**src/rtl/vcc_pkg.sv**
```systemverilog
// Register map, field positions and reset values of the codec control register bank.
package vcc_pkg;
    localparam int unsigned REG_W = 8;
    localparam int unsigned NUM_REGS = 10;
    localparam logic [6:0] ADDR_MODE_POWER = 7'h00;
    localparam logic [6:0] ADDR_MODE_OUTCONV = 7'h01;
    localparam logic [6:0] ADDR_MODE_INPUT = 7'h02;
    localparam logic [6:0] ADDR_MODE_ANALOG = 7'h03;
    localparam logic [6:0] ADDR_GAIN_LOW = 7'h04;
    localparam logic [6:0] ADDR_GAIN_HIGH = 7'h05;
    localparam logic [6:0] ADDR_CLAMP_LEVEL = 7'h06;
    localparam logic [6:0] ADDR_CLAMP_TIMES = 7'h07;
    localparam logic [6:0] ADDR_FINE_CLAMP = 7'h08;
    localparam logic [6:0] ADDR_COARSE_CLAMP = 7'h09;
    localparam logic [6:0] ADDR_LAST = 7'h09;
    localparam logic [7:0] REG_RESET = 8'h00;
    // Writable bits of each register; reserved bits are stored as zero.
    localparam logic [7:0] MASK_MODE_POWER = 8'h1f;
    localparam logic [7:0] MASK_MODE_ANALOG = 8'h3f;
    localparam logic [7:0] MASK_GAIN_HIGH = 8'h1f;
    localparam logic [7:0] MASK_CLAMP_LEVEL = 8'h7f;
    localparam logic [7:0] MASK_CLAMP_TIMES = 8'h7f;
    localparam logic [7:0] MASK_CLAMP_CTRL = 8'h3f;
    localparam logic [7:0] MASK_FULL = 8'hff;
    localparam int unsigned BIT_REF_SEL = 0;
    localparam int unsigned BIT_EXT_REF = 1;
    localparam int unsigned BIT_OUT_REF_PD = 2;
    localparam int unsigned BIT_VID_ADC_PD = 3;
    localparam int unsigned BIT_DEV_PD = 4;
    localparam int unsigned BIT_DUAL_EDGE = 4;
    localparam int unsigned BIT_TWO_CLOCK = 5;
    localparam int unsigned BIT_SUBSAMPLED = 6;
    localparam int unsigned BIT_INVERT = 7;
    localparam int unsigned BIT_CLAMP_HALF = 0;
    localparam int unsigned BIT_DIFF_IN = 1;
    localparam int unsigned BIT_SHA_GAIN2 = 2;
    localparam int unsigned BIT_VOLT_CLAMP = 3;
    localparam int unsigned BIT_TRISTATE = 4;
    localparam int unsigned BIT_SYNC_POL = 5;
    localparam int unsigned BIT_GAIN_SYNC = 4;
    localparam int unsigned BIT_CLAMP_SYNC = 6;
    localparam int unsigned POS_FINE_TIME = 0;
    localparam int unsigned POS_COARSE_TIME = 3;
    localparam int unsigned NUM_CLAMPS = 3;
    localparam int unsigned TIME_W = 3;
    localparam int unsigned GAIN_W = 12;
    localparam int unsigned GAIN_INT_W = 3;
    localparam int unsigned GAIN_FRAC_W = 9;
    localparam logic [GAIN_W-1:0] GAIN_RESET = 12'h000;
endpackage

```
**src/rtl/vcc_regs.sv**
```systemverilog
// Control register bank of the codec, reached through the register pointer.
`timescale 1ns/1ps
`default_nettype none
// ----------------------------------------------------------------------------
// Summary of operation
// ----------------------------------------------------------------------------
module vcc_regs
    import vcc_pkg::*;
#(
    parameter int unsigned CLAMP_TIME_W = TIME_W
)
(
    input wire logic clock,
    input wire logic rst,
    input wire logic clk_en,
    input wire logic bus_start,
    input wire logic bus_wr,
    input wire logic [7:0] bus_wdata,
    input wire logic bus_rd,
    output logic bus_ack,
    output logic [7:0] bus_rdata,
    input wire logic sync_in,
    output logic reference_level_select,
    output logic external_reference_enable,
    output logic output_reference_powerdown,
    output logic video_converter_powerdown,
    output logic device_powerdown,
    output logic [3:0] converter_powerdown,
    output logic dual_edge_capture,
    output logic two_clock_capture,
    output logic chroma_subsampled_input,
    output logic converter_input_invert,
    output logic [3:0] input_config,
    output logic [2:0] sha_powerdown,
    output logic aux_converter_powerdown,
    output logic clamp_current_half,
    output logic differential_input,
    output logic sha_gain_two,
    output logic voltage_clamp_enable,
    output logic output_tristate,
    output logic sync_polarity_select,
    output logic [GAIN_W-1:0] gain_multiplier,
    output logic [GAIN_INT_W-1:0] gain_integer,
    output logic [GAIN_FRAC_W-1:0] gain_fraction,
    output logic [6:0] clamp_black_level,
    output logic [NUM_CLAMPS-1:0] fine_clamp_on,
    output logic [NUM_CLAMPS-1:0] fine_clamp_up,
    output logic [NUM_CLAMPS-1:0] coarse_clamp_on,
    output logic [NUM_CLAMPS-1:0] coarse_clamp_up
);

    // ------------------------------------------------------------------------
    // Functions
    // ------------------------------------------------------------------------
    // Writable-bit mask per address; used by the write path.
    function automatic logic [7:0] wmask(input logic [6:0] a);
        logic [7:0] m;
        m = MASK_FULL;
        unique case (a)
            ADDR_MODE_POWER: m = MASK_MODE_POWER;
            ADDR_MODE_ANALOG: m = MASK_MODE_ANALOG;
            ADDR_GAIN_HIGH: m = MASK_GAIN_HIGH;
            ADDR_CLAMP_LEVEL: m = MASK_CLAMP_LEVEL;
            ADDR_CLAMP_TIMES: m = MASK_CLAMP_TIMES;
            ADDR_FINE_CLAMP: m = MASK_CLAMP_CTRL;
            ADDR_COARSE_CLAMP: m = MASK_CLAMP_CTRL;
            default: m = MASK_FULL;
        endcase
        return m;
    endfunction

    // ------------------------------------------------------------------------
    // Pointer and register file
    // ------------------------------------------------------------------------
    logic [7:0] regs_q [NUM_REGS];
    logic [7:0] register_pointer_q;
    logic [6:0] addr;
    logic addr_ok;
    logic data_wr;
    logic wr_hit;
    logic [NUM_REGS-1:0] wr_sel;

    assign addr = register_pointer_q[6:0];
    assign addr_ok = (addr <= ADDR_LAST);
    assign data_wr = bus_wr && !bus_start;
    assign wr_hit = clk_en && data_wr && addr_ok;
    // A write past the last register is refused and stores nothing.
    assign bus_ack = (bus_start && bus_wr) || (data_wr && addr_ok) || bus_rd;

    // Pointer loads on the first byte of an access and then steps per byte, holding once past the last register (reads hold at the last).
    always_ff @(posedge clock or posedge rst)
    begin
        if (rst)
            register_pointer_q <= REG_RESET;
        else if (clk_en && bus_start && bus_wr)
            register_pointer_q <= {1'b0, bus_wdata[6:0]};
        else if (clk_en && ((data_wr && addr_ok) || (bus_rd && addr < ADDR_LAST)))
            register_pointer_q <= register_pointer_q + 8'h01;
    end

    genvar gi;
    generate
        for (gi = 0; gi < NUM_REGS; gi++)
        begin : g_reg
            assign wr_sel[gi] = wr_hit && (addr == 7'(gi));
            always_ff @(posedge clock or posedge rst)
            begin
                if (rst)
                    regs_q[gi] <= REG_RESET;
                else if (wr_sel[gi])
                    regs_q[gi] <= bus_wdata & wmask(7'(gi));
            end
        end
    endgenerate

    // Reads past the last register keep returning the last one.
    logic [6:0] rd_addr;
    assign rd_addr = addr_ok ? addr : ADDR_LAST;
    always_ff @(posedge clock or posedge rst)
    begin
        if (rst)
            bus_rdata <= REG_RESET;
        else if (clk_en)
            bus_rdata <= regs_q[rd_addr[3:0]];
    end

    // ------------------------------------------------------------------------
    // Mode decode
    // ------------------------------------------------------------------------
    logic [7:0] mp, mo, mi, ma;
    assign mp = regs_q[ADDR_MODE_POWER[3:0]];
    assign mo = regs_q[ADDR_MODE_OUTCONV[3:0]];
    assign mi = regs_q[ADDR_MODE_INPUT[3:0]];
    assign ma = regs_q[ADDR_MODE_ANALOG[3:0]];

    assign reference_level_select = mp[BIT_REF_SEL];
    assign external_reference_enable = mp[BIT_EXT_REF];
    assign output_reference_powerdown = mp[BIT_OUT_REF_PD];
    assign video_converter_powerdown = mp[BIT_VID_ADC_PD];
    assign device_powerdown = mp[BIT_DEV_PD];
    assign converter_powerdown = mo[3:0];
    assign dual_edge_capture = mo[BIT_DUAL_EDGE];
    assign two_clock_capture = mo[BIT_TWO_CLOCK];
    // The subsampled format is suppressed while either clocking mode is on.
    assign chroma_subsampled_input = mo[BIT_SUBSAMPLED] && !mo[BIT_DUAL_EDGE]
        && !mo[BIT_TWO_CLOCK];
    assign converter_input_invert = mo[BIT_INVERT];
    assign input_config = mi[3:0];
    assign sha_powerdown = mi[6:4];
    assign aux_converter_powerdown = mi[7];
    assign clamp_current_half = ma[BIT_CLAMP_HALF];
    assign differential_input = ma[BIT_DIFF_IN];
    assign sha_gain_two = ma[BIT_SHA_GAIN2];
    assign voltage_clamp_enable = ma[BIT_VOLT_CLAMP];
    assign output_tristate = ma[BIT_TRISTATE];
    assign sync_polarity_select = ma[BIT_SYNC_POL];
    assign clamp_black_level = regs_q[ADDR_CLAMP_LEVEL[3:0]][6:0];

    // ------------------------------------------------------------------------
    // Sync detection
    // ------------------------------------------------------------------------
    logic sync_act, sync_prev_q, sync_edge;
    assign sync_act = sync_polarity_select ? sync_in : !sync_in;
    always_ff @(posedge clock or posedge rst)
    begin
        if (rst)
            sync_prev_q <= 1'b0;
        else if (clk_en)
            sync_prev_q <= sync_act;
    end
    assign sync_edge = sync_act && !sync_prev_q;

    // ------------------------------------------------------------------------
    // Gain multiplier
    // ------------------------------------------------------------------------
    // The low byte alone never changes the applied gain, so software can
    // update both halves without a glitch in between.
    logic [GAIN_W-1:0] gain_pend_q, gain_q;
    logic gain_wait_q, gain_hi_wr;
    logic [7:0] gh;
    assign gh = bus_wdata & MASK_GAIN_HIGH;
    assign gain_hi_wr = wr_sel[ADDR_GAIN_HIGH[3:0]];
    always_ff @(posedge clock or posedge rst)
    begin
        if (rst)
        begin
            gain_pend_q <= GAIN_RESET;
            gain_q <= GAIN_RESET;
            gain_wait_q <= 1'b0;
        end
        else if (clk_en)
        begin
            if (gain_hi_wr && !gh[BIT_GAIN_SYNC])
            begin
                gain_q <= {gh[3:0], regs_q[ADDR_GAIN_LOW[3:0]]};
                gain_wait_q <= 1'b0;
            end
            else if (gain_hi_wr)
            begin
                gain_pend_q <= {gh[3:0], regs_q[ADDR_GAIN_LOW[3:0]]};
                gain_wait_q <= 1'b1;
            end
            else if (gain_wait_q && sync_edge)
            begin
                gain_q <= gain_pend_q;
                gain_wait_q <= 1'b0;
            end
        end
    end
    assign gain_multiplier = gain_q;
    assign gain_integer = gain_q[GAIN_W-1 -: GAIN_INT_W];
    assign gain_fraction = gain_q[GAIN_FRAC_W-1:0];

    // ------------------------------------------------------------------------
    // Clamp timers
    // ------------------------------------------------------------------------
    logic [7:0] ct, fc, cc;
    logic clamp_sync;
    logic [CLAMP_TIME_W-1:0] fine_time, coarse_time;
    assign ct = regs_q[ADDR_CLAMP_TIMES[3:0]];
    assign fc = regs_q[ADDR_FINE_CLAMP[3:0]];
    assign cc = regs_q[ADDR_COARSE_CLAMP[3:0]];
    assign clamp_sync = ct[BIT_CLAMP_SYNC];
    assign fine_time = ct[POS_FINE_TIME +: TIME_W];
    assign coarse_time = ct[POS_COARSE_TIME +: TIME_W];

    logic [2*NUM_CLAMPS-1:0] on_bits, up_bits, on_prev_q, arm_q, run;
    logic [CLAMP_TIME_W-1:0] cnt_q [2*NUM_CLAMPS];
    generate
        for (gi = 0; gi < NUM_CLAMPS; gi++)
        begin : g_map
            assign on_bits[gi] = fc[2*gi+1];
            assign up_bits[gi] = fc[2*gi];
            assign on_bits[NUM_CLAMPS+gi] = cc[2*gi+1];
            assign up_bits[NUM_CLAMPS+gi] = cc[2*gi];
        end
        for (gi = 0; gi < 2*NUM_CLAMPS; gi++)
        begin : g_clamp
            logic rise, fire;
            logic [CLAMP_TIME_W-1:0] dur;
            assign dur = (gi < NUM_CLAMPS) ? fine_time : coarse_time;
            assign rise = on_bits[gi] && !on_prev_q[gi];
            // Armed clamps fire at once, or at the next sync edge in sync mode.
            assign fire = (rise || arm_q[gi]) && (!clamp_sync || sync_edge);
            assign run[gi] = (cnt_q[gi] != '0);
            always_ff @(posedge clock or posedge rst)
            begin
                if (rst)
                begin
                    on_prev_q[gi] <= 1'b0;
                    arm_q[gi] <= 1'b0;
                    cnt_q[gi] <= '0;
                end
                else if (clk_en)
                begin
                    on_prev_q[gi] <= on_bits[gi];
                    arm_q[gi] <= (rise || arm_q[gi]) && !fire && on_bits[gi];
                    if (fire)
                        cnt_q[gi] <= dur;
                    else if (run[gi])
                        cnt_q[gi] <= cnt_q[gi] - 1'b1;
                end
            end
        end
    endgenerate
    assign fine_clamp_on = run[NUM_CLAMPS-1:0];
    assign coarse_clamp_on = run[2*NUM_CLAMPS-1:NUM_CLAMPS];
    // Direction is only meaningful while the clamp runs.
    assign fine_clamp_up = up_bits[NUM_CLAMPS-1:0] & run[NUM_CLAMPS-1:0];
    assign coarse_clamp_up = up_bits[2*NUM_CLAMPS-1:NUM_CLAMPS]
        & run[2*NUM_CLAMPS-1:NUM_CLAMPS];

    // ------------------------------------------------------------------------
    // Checks
    // ------------------------------------------------------------------------
    a_pointer_top_zero: assert property (@(posedge clock) disable iff (rst)
        register_pointer_q[7] == 1'b0) else $error("pointer top bit set");
    a_pointer_load: assert property (@(posedge clock) disable iff (rst)
        clk_en && bus_start && bus_wr |=> addr == $past(bus_wdata[6:0]))
        else $error("pointer not loaded");
    a_pointer_step: assert property (@(posedge clock) disable iff (rst)
        clk_en && data_wr && addr_ok |=> addr == $past(addr) + 7'h01)
        else $error("pointer did not advance");
    a_reserved_zero: assert property (@(posedge clock) disable iff (rst)
        mp[7:5] == 3'h0 && ma[7:6] == 2'h0 && regs_q[ADDR_GAIN_HIGH[3:0]][7:5] == 3'h0)
        else $error("reserved bit stored");
    a_subsampled_gate: assert property (@(posedge clock) disable iff (rst)
        (dual_edge_capture || two_clock_capture) |-> !chroma_subsampled_input)
        else $error("subsampled with dual clocking");
    a_gain_low_only: assert property (@(posedge clock) disable iff (rst)
        clk_en && !gain_hi_wr && !(gain_wait_q && sync_edge) |=> $stable(gain_q))
        else $error("gain changed without high write");
    a_gain_apply: assert property (@(posedge clock) disable iff (rst)
        clk_en && gain_hi_wr && !gh[BIT_GAIN_SYNC] |=>
        gain_q == {$past(gh[3:0]), $past(regs_q[ADDR_GAIN_LOW[3:0]])})
        else $error("gain not applied");
    a_gain_waits: assert property (@(posedge clock) disable iff (rst)
        gain_wait_q && !sync_edge && !gain_hi_wr ##1 clk_en |-> $stable(gain_q))
        else $error("gain applied before sync");
    a_clamp_retrig: assert property (@(posedge clock) disable iff (rst)
        clk_en && on_prev_q[0] && on_bits[0] && !arm_q[0] && !run[0] |=> !run[0])
        else $error("clamp fired without new edge");
    a_clamp_sync: assert property (@(posedge clock) disable iff (rst)
        clk_en && clamp_sync && !sync_edge && !run[0] |=> !run[0])
        else $error("clamp fired without sync");
    a_clamp_time: assert property (@(posedge clock) disable iff (rst)
        clk_en && !clamp_sync && on_bits[0] && !on_prev_q[0] |=>
        cnt_q[0] == $past(fine_time)) else $error("fine clamp time wrong");

endmodule // vcc_regs
`default_nettype wire

```
**config.mk**
```make
export PLATFORM = sky130hd
export DESIGN_NAME = vcc_regs
export DESIGN_NICKNAME = d
export VERILOG_FILES = /design/src/rtl/vcc_pkg.sv /design/src/rtl/vcc_regs.sv
export SDC_FILE = /design/constraint.sdc
export NUM_CORES = 1
export LEC_CHECK = 0
export ABC_AREA = 1
export ABC_CLOCK_PERIOD_IN_PS = 4300
export BUFFER_PORTS_ARGS = -buffer_cell sky130_fd_sc_hd__buf_2
export CORE_MARGIN = 1.5
export CORE_UTILIZATION = 39
export CTS_CLUSTER_SIZE = 24
export DETAILED_ROUTE_END_ITERATION = 8
export PLACE_DENSITY = 0.59
export SLEW_MARGIN = 5
export SYNTH_ARGS = -nofsm -noshare
export SYNTH_HDL_FRONTEND = slang
export SYNTH_SLANG_ARGS = --single-unit
```
**constraint.sdc**
```tcl
create_clock -name clock -period 4.3 [get_ports clock]
set_input_delay 0.43 -clock clock [delete_from_list [all_inputs] [get_ports clock]]
set_output_delay 0.43 -clock clock [all_outputs]
set_load 0.05 [all_outputs]
```
==> results of run 1 <==
## cell families after synthesis
logic type,count (synthesis),share of synthesized area [%]
flops,137,48.27
compound gates,185,14.11
xor+xnor,7,0.8633
simple gates,366,22.60
buf+inv,169,11.33
fa+ha+maj,16,2.819
## worst max-delay path: stages, from the launching register on
cell                      delay [ns]
sky130_fd_sc_hd__dfrtp_1        0.55
sky130_fd_sc_hd__inv_2          0.57
sky130_fd_sc_hd__nand2_1        0.12
sky130_fd_sc_hd__nand2_1        0.11
sky130_fd_sc_hd__nand2_1        0.07
sky130_fd_sc_hd__nand2_2        0.47
sky130_fd_sc_hd__o21ai_1        0.15
sky130_fd_sc_hd__nand2_1        0.13
sky130_fd_sc_hd__buf_2          0.27
## per-layer routing
| metal | up-vias | routed length (µm) |
|---|---|---|
| met5 | - | 0 |
| met4 | 0 | 210 |
| met3 | 15 | 654 |
| met2 | 131 | 8644 |
| met1 | 2783 | 9255 |
| li1 | 2923 | - |
## worst max path at each step
stage,from,to,slack (ns),cells past startpoint
floorplan,rst,arm_q[0],0.20,1
global placement,register_pointer_q[0],bus_rdata[2],1.31,12
detailed placement,register_pointer_q[0],bus_rdata[2],1.34,12
CTS,register_pointer_q[0],bus_ack,1.06,8
global route,register_pointer_q[0],bus_ack,0.81,8
finish,register_pointer_q[0],bus_ack,1.00,8
## cell usage in the layout (no fill, tap or decap), types with 17 or more instances in the layout
cell	Yosys	routed
sky130_fd_sc_hd__nand2_1	246	246
sky130_fd_sc_hd__dfrtp_1	137	137
sky130_fd_sc_hd__inv_1	97	96
sky130_fd_sc_hd__buf_2	12	93
sky130_fd_sc_hd__o21ai_0	83	83
sky130_fd_sc_hd__nand3_1	60	60
sky130_fd_sc_hd__o21ai_1	52	52
sky130_fd_sc_hd__nor2_1	28	28
sky130_fd_sc_hd__a21oi_1	17	17
sky130_fd_sc_hd__clkbuf_16	0	17
## report_power, final
part           internal (mW)  total, mW  switching (mW)
registers               1.57       1.81           0.236
clock network          0.815       1.39           0.578
logic                  0.614       2.17            1.56
total                   3.00       5.37            2.37
## state kept, by name, indices dropped and copies added (netlist names), 6 cells and up
register            cells
gain_multiplier        12
ma                      6
regs_q                 13
cnt_q                  18
gain_pend_q            12
clamp_black_level       7
mo                      8
register_pointer_q      7
cc                      6
bus_rdata               8
fc                      6
mi                      8
on_prev_q               6
arm_q                   6
ct                      7
## layout make-up
type / count / area [µm²]
Sequential cell: 137 / 3428
Inverter: 101 / 385.4
Tap cell: 229 / 286.5
Clock inverter: 13 / 121.4
Clock buffer: 19 / 442.9
Timing Repair Buffer: 95 / 480.5
Multi-Input combinational cell: 574 / 2869
Fill cell: 1845 / 9888
## metrics by stage
| step | utilization, % | setup slack [ns] | total power, mW |
|---|---|---|---|
| 5_1_grt | 44.77 | 0.8111 | 5.746 |
| 3_5_place_dp | 41.61 | 1.338 | 3.995 |
| 4_1_cts | 44.77 | 1.057 | 5.396 |
| 3_3_place_gp | 41.61 | 1.311 | 3.984 |
| 6_report | 44.77 | 1.000 | 5.369 |
| 2_1_floorplan | - | 0.2022 | 3.554 |
==> insert_results.sql, run 1 <==
INSERT INTO impl_metrics (metric_group, metric, value, unit) VALUES
('place', 'placement.cell_area', '7450', 'µm²'),
('clocking', 'clk-insertion-delay-late', '0.42', 'ns'),
('synth', 'netlist_instances', '880', ''),
('clocking', 'htreeDepth', '4', ''),
('clocking', 'cts_resized', '0', ''),
('synth', 'yosysSeqAreaShare', '48.27', '%'),
('synth', 'synth-seq-cells', '137', ''),
('sta', 'actual_transition_at_the_worst_max_transition_pin', '0.8493', 'ns'),
('die', 'row_count', '49', ''),
('global_route', 'grt_util_all_layers', '20.81', '%'),
('global_route', 'grt_util_met3', '3.911', '%'),
('power_and_ir_drop', 'max-vdd-ir-drop', '0.3138', 'mV'),
('global_route', 'grt.busiest_layer', 'met2', ''),
('sta', 'timing.final.max_slew_violations', '0', ''),
('global_route', 'grt_util_met2', '32.48', '%'),
('layout', 'layout.nets', '957', ''),
('global_route', 'grt_first_pass_wirelength', '29780', 'µm'),
('sta', 'finalSetupViolCount', '0', ''),
('synth', 'ys_warn_count', '0', ''),
('clocking', 'postCtsHoldBufs', '0', ''),
('worst_setup_path', 'rr_endpoint', 'bus_rdata[6]', ''),
('synth', 'synth-edff-count', '0', ''),
('worst_setup_path', 'reg2reg_slack', '1.20', 'ns'),
('clocking', 'number_of_buffers_inserted_to_repair_setup_after_cts', '0', ''),
('global_route', 'grt_start_max_net_pins', '82', ''),
('die', 'die_w', '137.9', 'µm'),
('layout', 'finish.instance_area', '8014', 'µm²'),
('synth', 'yosys.cell_count.top_type', 'sky130_fd_sc_hd__nand2_1', ''),
('drt', 'drt_first_iter_violations', '541', ''),
('synth', 'synth_largest_type_area_fraction', '48.27', '%'),
('layout', 'antenna_cells_inserted', '0', ''),
('clocking', 'cts_tree', 'yes', ''),
('die', 'design.portCount', '94', ''),
('worst_setup_path', 'worst_r2r_path_depth', '11', ''),
('global_route', 'grt_antenna_before_repair', '0', ''),
('worst_setup_path', 'cp-end-kind', 'primary output', ''),
('sta', 'fin_crit', '3.300', 'ns'),
('clocking', 'max-clock-path-buffers', '2', ''),
('drt', 'drtAntennaViolNets', '0', ''),
('sta', 'maximum_clock_skew_at_final_layout', '0.008094', 'ns'),
('die', 'initial_standard_cell_utilization_of_the_core', '39.67', '%'),
('sta', 'slew_headroom', '43.32', '%'),
('power_and_ir_drop', 'cellLeakagePower', '4.062', 'nW'),
('place', 'placed_cells_incl_taps', '1136', ''),
('worst_setup_path', 'critPathRequiredTime', '3.87', 'ns'),
('global_route', 'overflow', '0', ''),
('worst_setup_path', 'timing.rr.start', 'register_pointer_q[0]', ''),
('clocking', 'cts_buf_count', '17', ''),
('synth', 'syn_nets', '911', ''),
('sta', 'whs', '0.1502', 'ns'),
('drt', 'drtPass1Iterations', '5', ''),
('run', 'cap_viol_max_count', '0', ''),
('synth', 'yosys.area.top_type', 'sky130_fd_sc_hd__dfrtp_1', ''),
('clocking', 'clock_tree.root_cell', 'sky130_fd_sc_hd__clkbuf_16', ''),
('die', 'die_area', '19030', 'µm²'),
('synth', 'post_synth.cell_area_avg', '8.070', 'µm²'),
('run_status', 'outcome', 'finished, final reports clean', ''),
('layout', 'layout-drive-gt1-share', '16.51', '%'),
('global_route', 'first_global_vias', '5428', ''),
('drt', 'wl_per_cell', '16.07', 'µm'),
('power_and_ir_drop', 'powerDensity', '669.9', 'nW/µm²'),
('sta', 'finalHoldViolCount', '0', ''),
('worst_setup_path', 'crit_path_max_fanout', '38', ''),
('synth', 'synth.area.top_cells', 'sky130_fd_sc_hd__dfrtp_1 (48%), sky130_fd_sc_hd__nand2_1 (13%), sky130_fd_sc_hd__o21ai_0 (5.8%), sky130_fd_sc_hd__inv_1 (5.1%), sky130_fd_sc_hd__nand3_1 (4.2%)', ''),
('synth', 'synthFlopType', 'sky130_fd_sc_hd__dfrtp_1', ''),
('synth', 'postSynth.asyncResetShare', '100.0', '%'),
('layout', 'area_growth', '12.84', '%'),
('clocking', 'clock_sink_count', '137', ''),
('die', 'die-height', '137.9', 'µm'),
('die', 'core', '17900', 'µm²'),
('drt', 'drt_wl_total', '18760', 'µm');
(Power assumes the default switching activity.)
==> inputs of run 2 (changes only) <==
--- a/config.mk
+++ b/config.mk
@@ -6,13 +6,13 @@
 export NUM_CORES = 1
 export LEC_CHECK = 0
 export ABC_AREA = 1
-export ABC_CLOCK_PERIOD_IN_PS = 4300
+export ABC_CLOCK_PERIOD_IN_PS = 3050
 export BUFFER_PORTS_ARGS = -buffer_cell sky130_fd_sc_hd__buf_2
 export CORE_MARGIN = 1.5
 export CORE_UTILIZATION = 39
 export CTS_CLUSTER_SIZE = 24
 export DETAILED_ROUTE_END_ITERATION = 8
-export PLACE_DENSITY = 0.59
+export PLACE_DENSITY = 0.57
 export SLEW_MARGIN = 5
 export SYNTH_ARGS = -nofsm -noshare
 export SYNTH_HDL_FRONTEND = slang
==> constraint.sdc (replaced) <==
create_clock -name clock -period 3.05 [get_ports clock]
set_input_delay 0.305 -clock clock [delete_from_list [all_inputs] [get_ports clock]]
set_output_delay 0.305 -clock clock [all_outputs]
set_load 0.05 [all_outputs]
==> run 2 against run 1 <==
  * Clock skew up 0.0031 ns
  * Die area is the same
  * Critical path depth did not move
  * Via count is 0.50% higher
  * Clock power rose by 58%
  * Combinational power up 42%
  * Clock-buffer cell count increased by 3
  * Largest cell class unchanged
==> insert_results.sql, run 2 (same netlist as run 1, synthesis figures left out) <==
INSERT INTO impl_metrics (metric_group, metric, value, unit) VALUES
('power_and_ir_drop', 'powerDensity', '961.2', 'nW/µm²'),
('place', 'placed_cells_incl_taps', '1143', ''),
('worst_setup_path', 'startpoint', 'register_pointer_q[0]', ''),
('sta', 'setup_slack', '0.2567', 'ns'),
('place', 'place_ws', '0.5428', 'ns'),
('sta', 'fin_crit', '2.793', 'ns'),
('worst_setup_path', 'endpoint', 'bus_ack', ''),
('global_route', 'grt_antenna_before_repair', '0', ''),
('sta', 'timing.final.max_slew_violations', '0', ''),
('sta', 'maximum_clock_skew_at_final_layout', '0.01115', 'ns'),
('die', 'core', '17900', 'µm²'),
('layout', 'antenna_cells_inserted', '0', ''),
('layout', 'layout.nets', '964', ''),
('clocking', 'htreeDepth', '4', ''),
('die', 'initial_standard_cell_utilization_of_the_core', '39.67', '%'),
('layout', 'largest_reg_flops', '18', ''),
('layout', 'final_cells', '1175', ''),
('die', 'row_count', '49', ''),
('worst_setup_path', 'worst_r2r_path_depth', '11', ''),
('clocking', 'clk-insertion-delay-late', '0.43', 'ns'),
('place', 'dp_hpwl', '13170', 'µm'),
('place', 'placement.io_buffers', '93', ''),
('die', 'die_area', '19030', 'µm²'),
('worst_setup_path', 'reg2reg_slack', '0.59', 'ns'),
('worst_setup_path', 'crit_path_frequent_cell', 'sky130_fd_sc_hd__nand2_1', ''),
('layout', 'fillerInstances', '1818', ''),
('worst_setup_path', 'crit_path_max_fanout', '19', ''),
('worst_setup_path', 'timing.critical_path.slowest_cell_delay', '0.58', 'ns'),
('drt', 'drtAntennaViolNets', '0', ''),
('worst_setup_path', 'worst-setup-path-type', 'reg -> out', ''),
('power_and_ir_drop', 'cellLeakagePower', '4.131', 'nW'),
('worst_setup_path', 'arrival', '2.49', 'ns'),
('drt', 'drtPass1Iterations', '4', ''),
('clocking', 'cts_buf_count', '17', ''),
('worst_setup_path', 'critPathRequiredTime', '2.74', 'ns'),
('sta', 'unrepaired_setup_endpoints_after_global_routing', 'false', ''),
('sta', 'finalHoldViolCount', '0', ''),
('layout', 'area_growth', '14.61', '%'),
('worst_setup_path', 'slowest_library_cell_on_the_worst_path', 'sky130_fd_sc_hd__dfrtp_1', ''),
('drt', 'vias_per_cell', '5.005', ''),
('drt', 'wl_per_cell', '16.09', 'µm'),
('layout', 'leading_cell_type_in_the_layout_fill_and_taps_excluded', 'sky130_fd_sc_hd__nand2_1', ''),
('global_route', 'first_global_vias', '5490', ''),
('layout', 'largest_register', 'cnt_q', ''),
('place', 'place_congestion', '0.9305', ''),
('sta', 'slew_headroom', '54.12', '%'),
('drt', 'dr_total_vias', '5881', ''),
('die', 'design.portCount', '94', ''),
('global_route', 'grt_start_max_net_pins', '89', ''),
('clocking', 'cts.clk_slew.worst_paths', '0.06', 'ns'),
('clocking', 'clock_tree.root_cell', 'sky130_fd_sc_hd__clkbuf_16', ''),
('die', 'die_w', '137.9', 'µm'),
('die', 'die-height', '137.9', 'µm'),
('clocking', 'postCtsHoldBufs', '0', ''),
('clocking', 'cts_tree', 'yes', ''),
('global_route', 'grt_util_all_layers', '21.16', '%'),
('drt', 'drt_first_iter_violations', '466', ''),
('layout', 'layout-drive-gt1-share', '17.23', '%'),
('worst_setup_path', 'cell_by_cell_listing_of_the_critical_path', 'inv_2 > nand2_1 > nand2_1 > nand2_1 > nand2_2 > o21ai_1 > nand2_1 > buf_2', ''),
('global_route', 'grt_first_pass_wirelength', '30170', 'µm'),
('sta', 'finalSetupViolCount', '0', ''),
('layout', 'layout_common_cells', 'sky130_fd_sc_hd__nand2_1 (246), sky130_fd_sc_hd__dfrtp_1 (136), sky130_fd_sc_hd__inv_1 (96)', ''),
('layout', 'reg_top3', 'cnt_q (18), regs_q (13)', ''),
('drt', 'drc_errors', '0', ''),
('power_and_ir_drop', 'max-vdd-ir-drop', '0.4727', 'mV'),
('worst_setup_path', 'rr_endpoint', 'ma[2]', ''),
('worst_setup_path', 'cp-end-kind', 'primary output', ''),
('worst_setup_path', 'timing.rr.start', 'register_pointer_q[1]', ''),
('run', 'cap_viol_max_count', '0', ''),
('sta', 'fin_crit_sh', '91.58', '%'),
('clocking', 'clock_sink_count', '137', ''),
('sta', 'maxClockFrequency', '358.0', 'MHz'),
('clocking', 'max-clock-path-buffers', '2', ''),
('sta', 'fin_tns_setup', '0', 'ns'),
('worst_setup_path', 'critical_path_start_type', 'flop', ''),
('min_path', 'hold_path.class', 'in -> async', ''),
('sta', 'actual_transition_at_the_worst_max_transition_pin', '0.6875', 'ns'),
('drt', 'drt_wl_total', '18910', 'µm'),
('run_status', 'outcome', 'finished, final reports clean', ''),
('global_route', 'overflow', '0', ''),
('clocking', 'number_of_buffers_inserted_to_repair_setup_after_cts', '0', '');
run 2: per-layer routing:
layer  vias to the layer above  routed length, µm  GRT usage [%]
met5                         -                  0              0
met4                         0                393          6.597
met3                        33                791          5.446
met2                       135               8507          31.45
met1                      2785               9214          30.19
li1                       2928                  -              -
run 2: what timing repair did:
| action | CTS | global route |
|---|---|---|
| setup endpoints to repair | 0 | 1 |
| resized for setup | 0 | 1 |
| endpoints found under the hold margin | 0 | 0 |
run 2: stage by stage:
stage / cell area (µm²) / utilization [%] / total power [mW] / hold WS, ns
3_3_place_gp: 7513 / 41.97 / 5.640 / 0.4632
4_1_cts: 8138 / 45.46 / 7.861 / 0.01766
2_1_floorplan: 7106 / - / 5.012 / 0.4479
6_report: 8139 / 45.46 / 7.823 / 0.008470
3_5_place_dp: 7513 / 41.97 / 5.663 / 0.4664
5_1_grt: 8139 / 45.46 / 8.362 / 0.03481
run 2: area by class of cell:
cell class | count | area [µm²] | share of cell area [%]
Clock buffer | 22 | 484.2 | 5.949
Timing Repair Buffer | 102 | 545.5 | 6.703
Sequential cell | 137 | 3430 | 42.14
Tap cell | 229 | 286.5 | 3.520
Multi-Input combinational cell | 574 | 2869 | 35.25
Inverter | 101 | 384.1 | 4.719
Clock inverter | 10 | 140.1 | 1.722
run 2: worst min-delay path by stage:
stage	from	end	slack, ns	depth (start not counted)
4_1_cts	rst	mi[2]	0.02	3
2_1_floorplan	on_prev_q[3]	on_prev_q[3]	0.45	2
3_3_place_gp	rst	mo[4]	0.46	3
6_report	rst	mo[1]	0.008	3
5_1_grt	rst	mi[1]	0.03	3
3_5_place_dp	rst	mo[4]	0.47	3
run 2: where the power goes:
group | switching (mW) | internal (mW)
Clock | 0.814 | 1.37
Sequential | 0.331 | 2.22
Combinational | 2.19 | 0.897
Total | 3.34 | 4.49
run 2: critical path: cells and delay by family, from the launching register on:
family / cells / cell delay, ns
compound gates: 1 / 0.39
buf+inv: 2 / 0.47
flops: 1 / 0.58
simple gates: 5 / 0.60
==> inputs of run 3 (changes only) <==
--- a/config.mk
+++ b/config.mk
@@ -6,10 +6,11 @@
 export NUM_CORES = 1
 export LEC_CHECK = 0
 export ABC_AREA = 1
-export ABC_CLOCK_PERIOD_IN_PS = 3050
+export ABC_CLOCK_PERIOD_IN_PS = 3100
 export BUFFER_PORTS_ARGS = -buffer_cell sky130_fd_sc_hd__buf_2
 export CORE_MARGIN = 1.5
 export CORE_UTILIZATION = 39
+export CTS_BUF_LIST = sky130_fd_sc_hd__clkbuf_8
 export CTS_CLUSTER_SIZE = 24
 export DETAILED_ROUTE_END_ITERATION = 8
 export PLACE_DENSITY = 0.57
==> constraint.sdc (replaced) <==
create_clock -name clock -period 3.1 [get_ports clock]
set_input_delay 0.31 -clock clock [delete_from_list [all_inputs] [get_ports clock]]
set_output_delay 0.31 -clock clock [all_outputs]
set_load 0.05 [all_outputs]
==> run 3 against run 2 <==
  * Global-route usage is 0.060 points higher
  * Critical path depth is 1 higher
  * Wire length increased by 0.65%
  * Final cell count barely moved
  * Cell area shrank 2.2%
  * Via count is the same
  * Clock power is 30% lower
  * Clock-buffer cell count up 2
  * Non-clock buffer count rose by 1
  * Sequential cell count unchanged
  * Clock skew grew 0.00056 ns
==> insert_results.sql, run 3 (same netlist as run 1, synthesis figures left out) <==
INSERT INTO impl_metrics (metric_group, metric, value, unit) VALUES
('sta', 'finalSetupViolCount', '0', ''),
('layout', 'antenna_cells_inserted', '0', ''),
('drt', 'drc_errors', '0', ''),
('global_route', 'grt_antenna_before_repair', '0', ''),
('clocking', 'cts_resized', '0', ''),
('drt', 'drt_first_iter_violations', '323', ''),
('layout', 'layout.nets', '965', ''),
('layout', 'layout_common_cells', 'sky130_fd_sc_hd__nand2_1 (246), sky130_fd_sc_hd__dfrtp_1 (137), sky130_fd_sc_hd__inv_1 (98)', ''),
('worst_setup_path', 'worst-setup-path-type', 'reg -> out', ''),
('die', 'row_count', '49', ''),
('worst_setup_path', 'cp-end-kind', 'primary output', ''),
('layout', 'fillerInstances', '1836', ''),
('sta', 'maximum_clock_skew_at_final_layout', '0.01171', 'ns'),
('power_and_ir_drop', 'p_switching', '3.167', 'mW'),
('sta', 'setup_slack', '0.2256', 'ns'),
('layout', 'final_cells', '1176', ''),
('power_and_ir_drop', 'comb_power_share', '42.9', '%'),
('sta', 'maxClockFrequency', '347.9', 'MHz'),
('layout', 'seq_area', '3428', 'µm²'),
('layout', 'layout-drive-gt1-share', '17.00', '%'),
('sta', 'slew_headroom', '45.87', '%'),
('power_and_ir_drop', 'clockPowerShare', '21.7', '%'),
('layout', 'largest_reg_flops', '18', ''),
('min_path', 'hold_path.class', 'in -> reg', ''),
('worst_setup_path', 'arrival', '2.56', 'ns'),
('layout', 'area_occupied_by_multi_input_gates', '2869', 'µm²'),
('place', 'dp_hpwl', '13330', 'µm'),
('run', 'cap_viol_max_count', '0', ''),
('global_route', 'first_global_vias', '5477', ''),
('sta', 'finalHoldViolCount', '0', ''),
('sta', 'timing.final.max_slew_violations', '0', ''),
('clocking', 'clock_tree.root_cell', 'sky130_fd_sc_hd__clkbuf_8', ''),
('power_and_ir_drop', 'cellLeakagePower', '4.069', 'nW'),
('global_route', 'grt_first_pass_wirelength', '30210', 'µm'),
('global_route', 'overflow', '0', ''),
('place', 'placed_cells_incl_taps', '1143', ''),
('drt', 'drt_wl_total', '19030', 'µm'),
('drt', 'drtAntennaViolNets', '0', ''),
('global_route', 'grt_start_max_net_pins', '48', ''),
('die', 'die_w', '137.9', 'µm'),
('die', 'initial_standard_cell_utilization_of_the_core', '39.67', '%'),
('clocking', 'clk-insertion-delay-late', '0.45', 'ns'),
('power_and_ir_drop', 'seqPwrFrac', '35.4', '%'),
('clocking', 'cts_tree', 'yes', ''),
('place', 'placement.io_buffers', '93', ''),
('sta', 'actual_transition_at_the_worst_max_transition_pin', '0.8102', 'ns'),
('power_and_ir_drop', 'p_total', '7.086', 'mW'),
('die', 'design.portCount', '94', ''),
('die', 'core', '17900', 'µm²'),
('drt', 'dr_total_vias', '5881', ''),
('die', 'die_area', '19030', 'µm²'),
('worst_setup_path', 'critical_path_start_type', 'flop', ''),
('die', 'die-height', '137.9', 'µm'),
('clocking', 'clock_sink_count', '137', ''),
('place', 'place_ws', '0.5736', 'ns'),
('sta', 'unrepaired_setup_endpoints_after_global_routing', 'false', ''),
('clocking', 'number_of_buffers_inserted_to_repair_setup_after_cts', '0', ''),
('drt', 'drtPass1Iterations', '5', ''),
('power_and_ir_drop', 'powerDensity', '890.5', 'nW/µm²'),
('sta', 'fin_crit_sh', '92.72', '%'),
('worst_setup_path', 'critPathRequiredTime', '2.79', 'ns'),
('clocking', 'max-clock-path-buffers', '2', ''),
('drt', 'wl_per_cell', '16.18', 'µm'),
('global_route', 'grt_util_all_layers', '21.22', '%'),
('sta', 'fin_tns_setup', '0', 'ns'),
('power_and_ir_drop', 'cell_internal_pwr', '3.919', 'mW'),
('clocking', 'htreeDepth', '4', ''),
('sta', 'fin_crit', '2.874', 'ns'),
('power_and_ir_drop', 'max-vdd-ir-drop', '0.5772', 'mV'),
('clocking', 'cts_buf_count', '17', ''),
('layout', 'leading_cell_type_in_the_layout_fill_and_taps_excluded', 'sky130_fd_sc_hd__nand2_1', ''),
('clocking', 'cts.clk_slew.worst_paths', '0.07', 'ns'),
('power_and_ir_drop', 'power.switching_fraction', '44.69', '%'),
('drt', 'vias_per_cell', '5.001', ''),
('run_status', 'outcome', 'finished, final reports clean', ''),
('layout', 'largest_register', 'cnt_q', ''),
('place', 'place_congestion', '0.9274', ''),
('layout', 'area_growth', '12.05', '%'),
('layout', 'reg_top3', 'cnt_q (18), regs_q (13)', ''),
('worst_setup_path', 'crit_path_max_fanout', '18', '');
==> run 3: layer usage <==
layer | vias to the layer above | track usage (%) | wire length (µm)
li1 | 2926 | - | -
met1 | 2826 | 29.42 | 9090
met2 | 109 | 33.53 | 8887
met3 | 20 | 4.569 | 776
met4 | 0 | 5.903 | 274
met5 | - | 0 | 0
==> run 3: critical path: stages, from the launching register on <==
cell,delay (ns)
sky130_fd_sc_hd__dfrtp_1,0.59
sky130_fd_sc_hd__inv_1,0.21
sky130_fd_sc_hd__ha_1,0.24
sky130_fd_sc_hd__inv_1,0.05
sky130_fd_sc_hd__nor2_1,0.05
sky130_fd_sc_hd__nand2_1,0.07
sky130_fd_sc_hd__nand2_2,0.24
sky130_fd_sc_hd__o21ai_1,0.38
sky130_fd_sc_hd__nand2_1,0.07
sky130_fd_sc_hd__buf_2,0.22
==> run 3: area by class of cell <==
class,instances,share of cell area (%)
Clock buffer,24,4.151
Clock inverter,8,1.148
Inverter,101,4.827
Multi-Input combinational cell,574,36.05
Sequential cell,137,43.08
Tap cell,229,3.601
Timing Repair Buffer,103,7.138
==> run 3: metrics by stage <==
stage	hold WS (ns)	utilization [%]	instance area, µm²
2_1_floorplan	0.4479	-	7106
3_3_place_gp	0.4648	42.04	7526
3_5_place_dp	0.4712	42.04	7526
4_1_cts	0.1827	44.45	7958
5_1_grt	0.1987	44.45	7958
6_report	0.1974	44.45	7958
==> run 3: power groups by stage <==
stage	combinational (mW)	clock (mW)	sequential (mW)
floorplan	2.20	0	2.73
global placement	3.03	0	2.54
detailed placement	3.04	0	2.54
CTS	3.05	1.58	2.51
global route	3.39	1.65	2.55
finish	3.04	1.54	2.51
==> run 3: timing repair <==
item / 4_1_cts / 5_1_grt
setup endpoints to repair: 0 / 0
endpoints found under the hold margin: 30 / 0
hold buffers: 1 / 0
==> run 3: path summary, 6_finish.rpt <==
path | start | end | slack [ns] | cells past startpoint
setup / recovery | register_pointer_q[1] | bus_ack | 0.23 | 9
hold / removal | bus_wdata[7] | mo[7] | 0.20 | 3
setup reg to reg | register_pointer_q[1] | ma[2] | 0.53 | 11
hold reg to reg | on_prev_q[5] | on_prev_q[5] | 0.48 | 2
max in group asynchronous | rst | cnt_q[3] | 1.84 | 4
min in group asynchronous | rst | mo[1] | 0.55 | 3
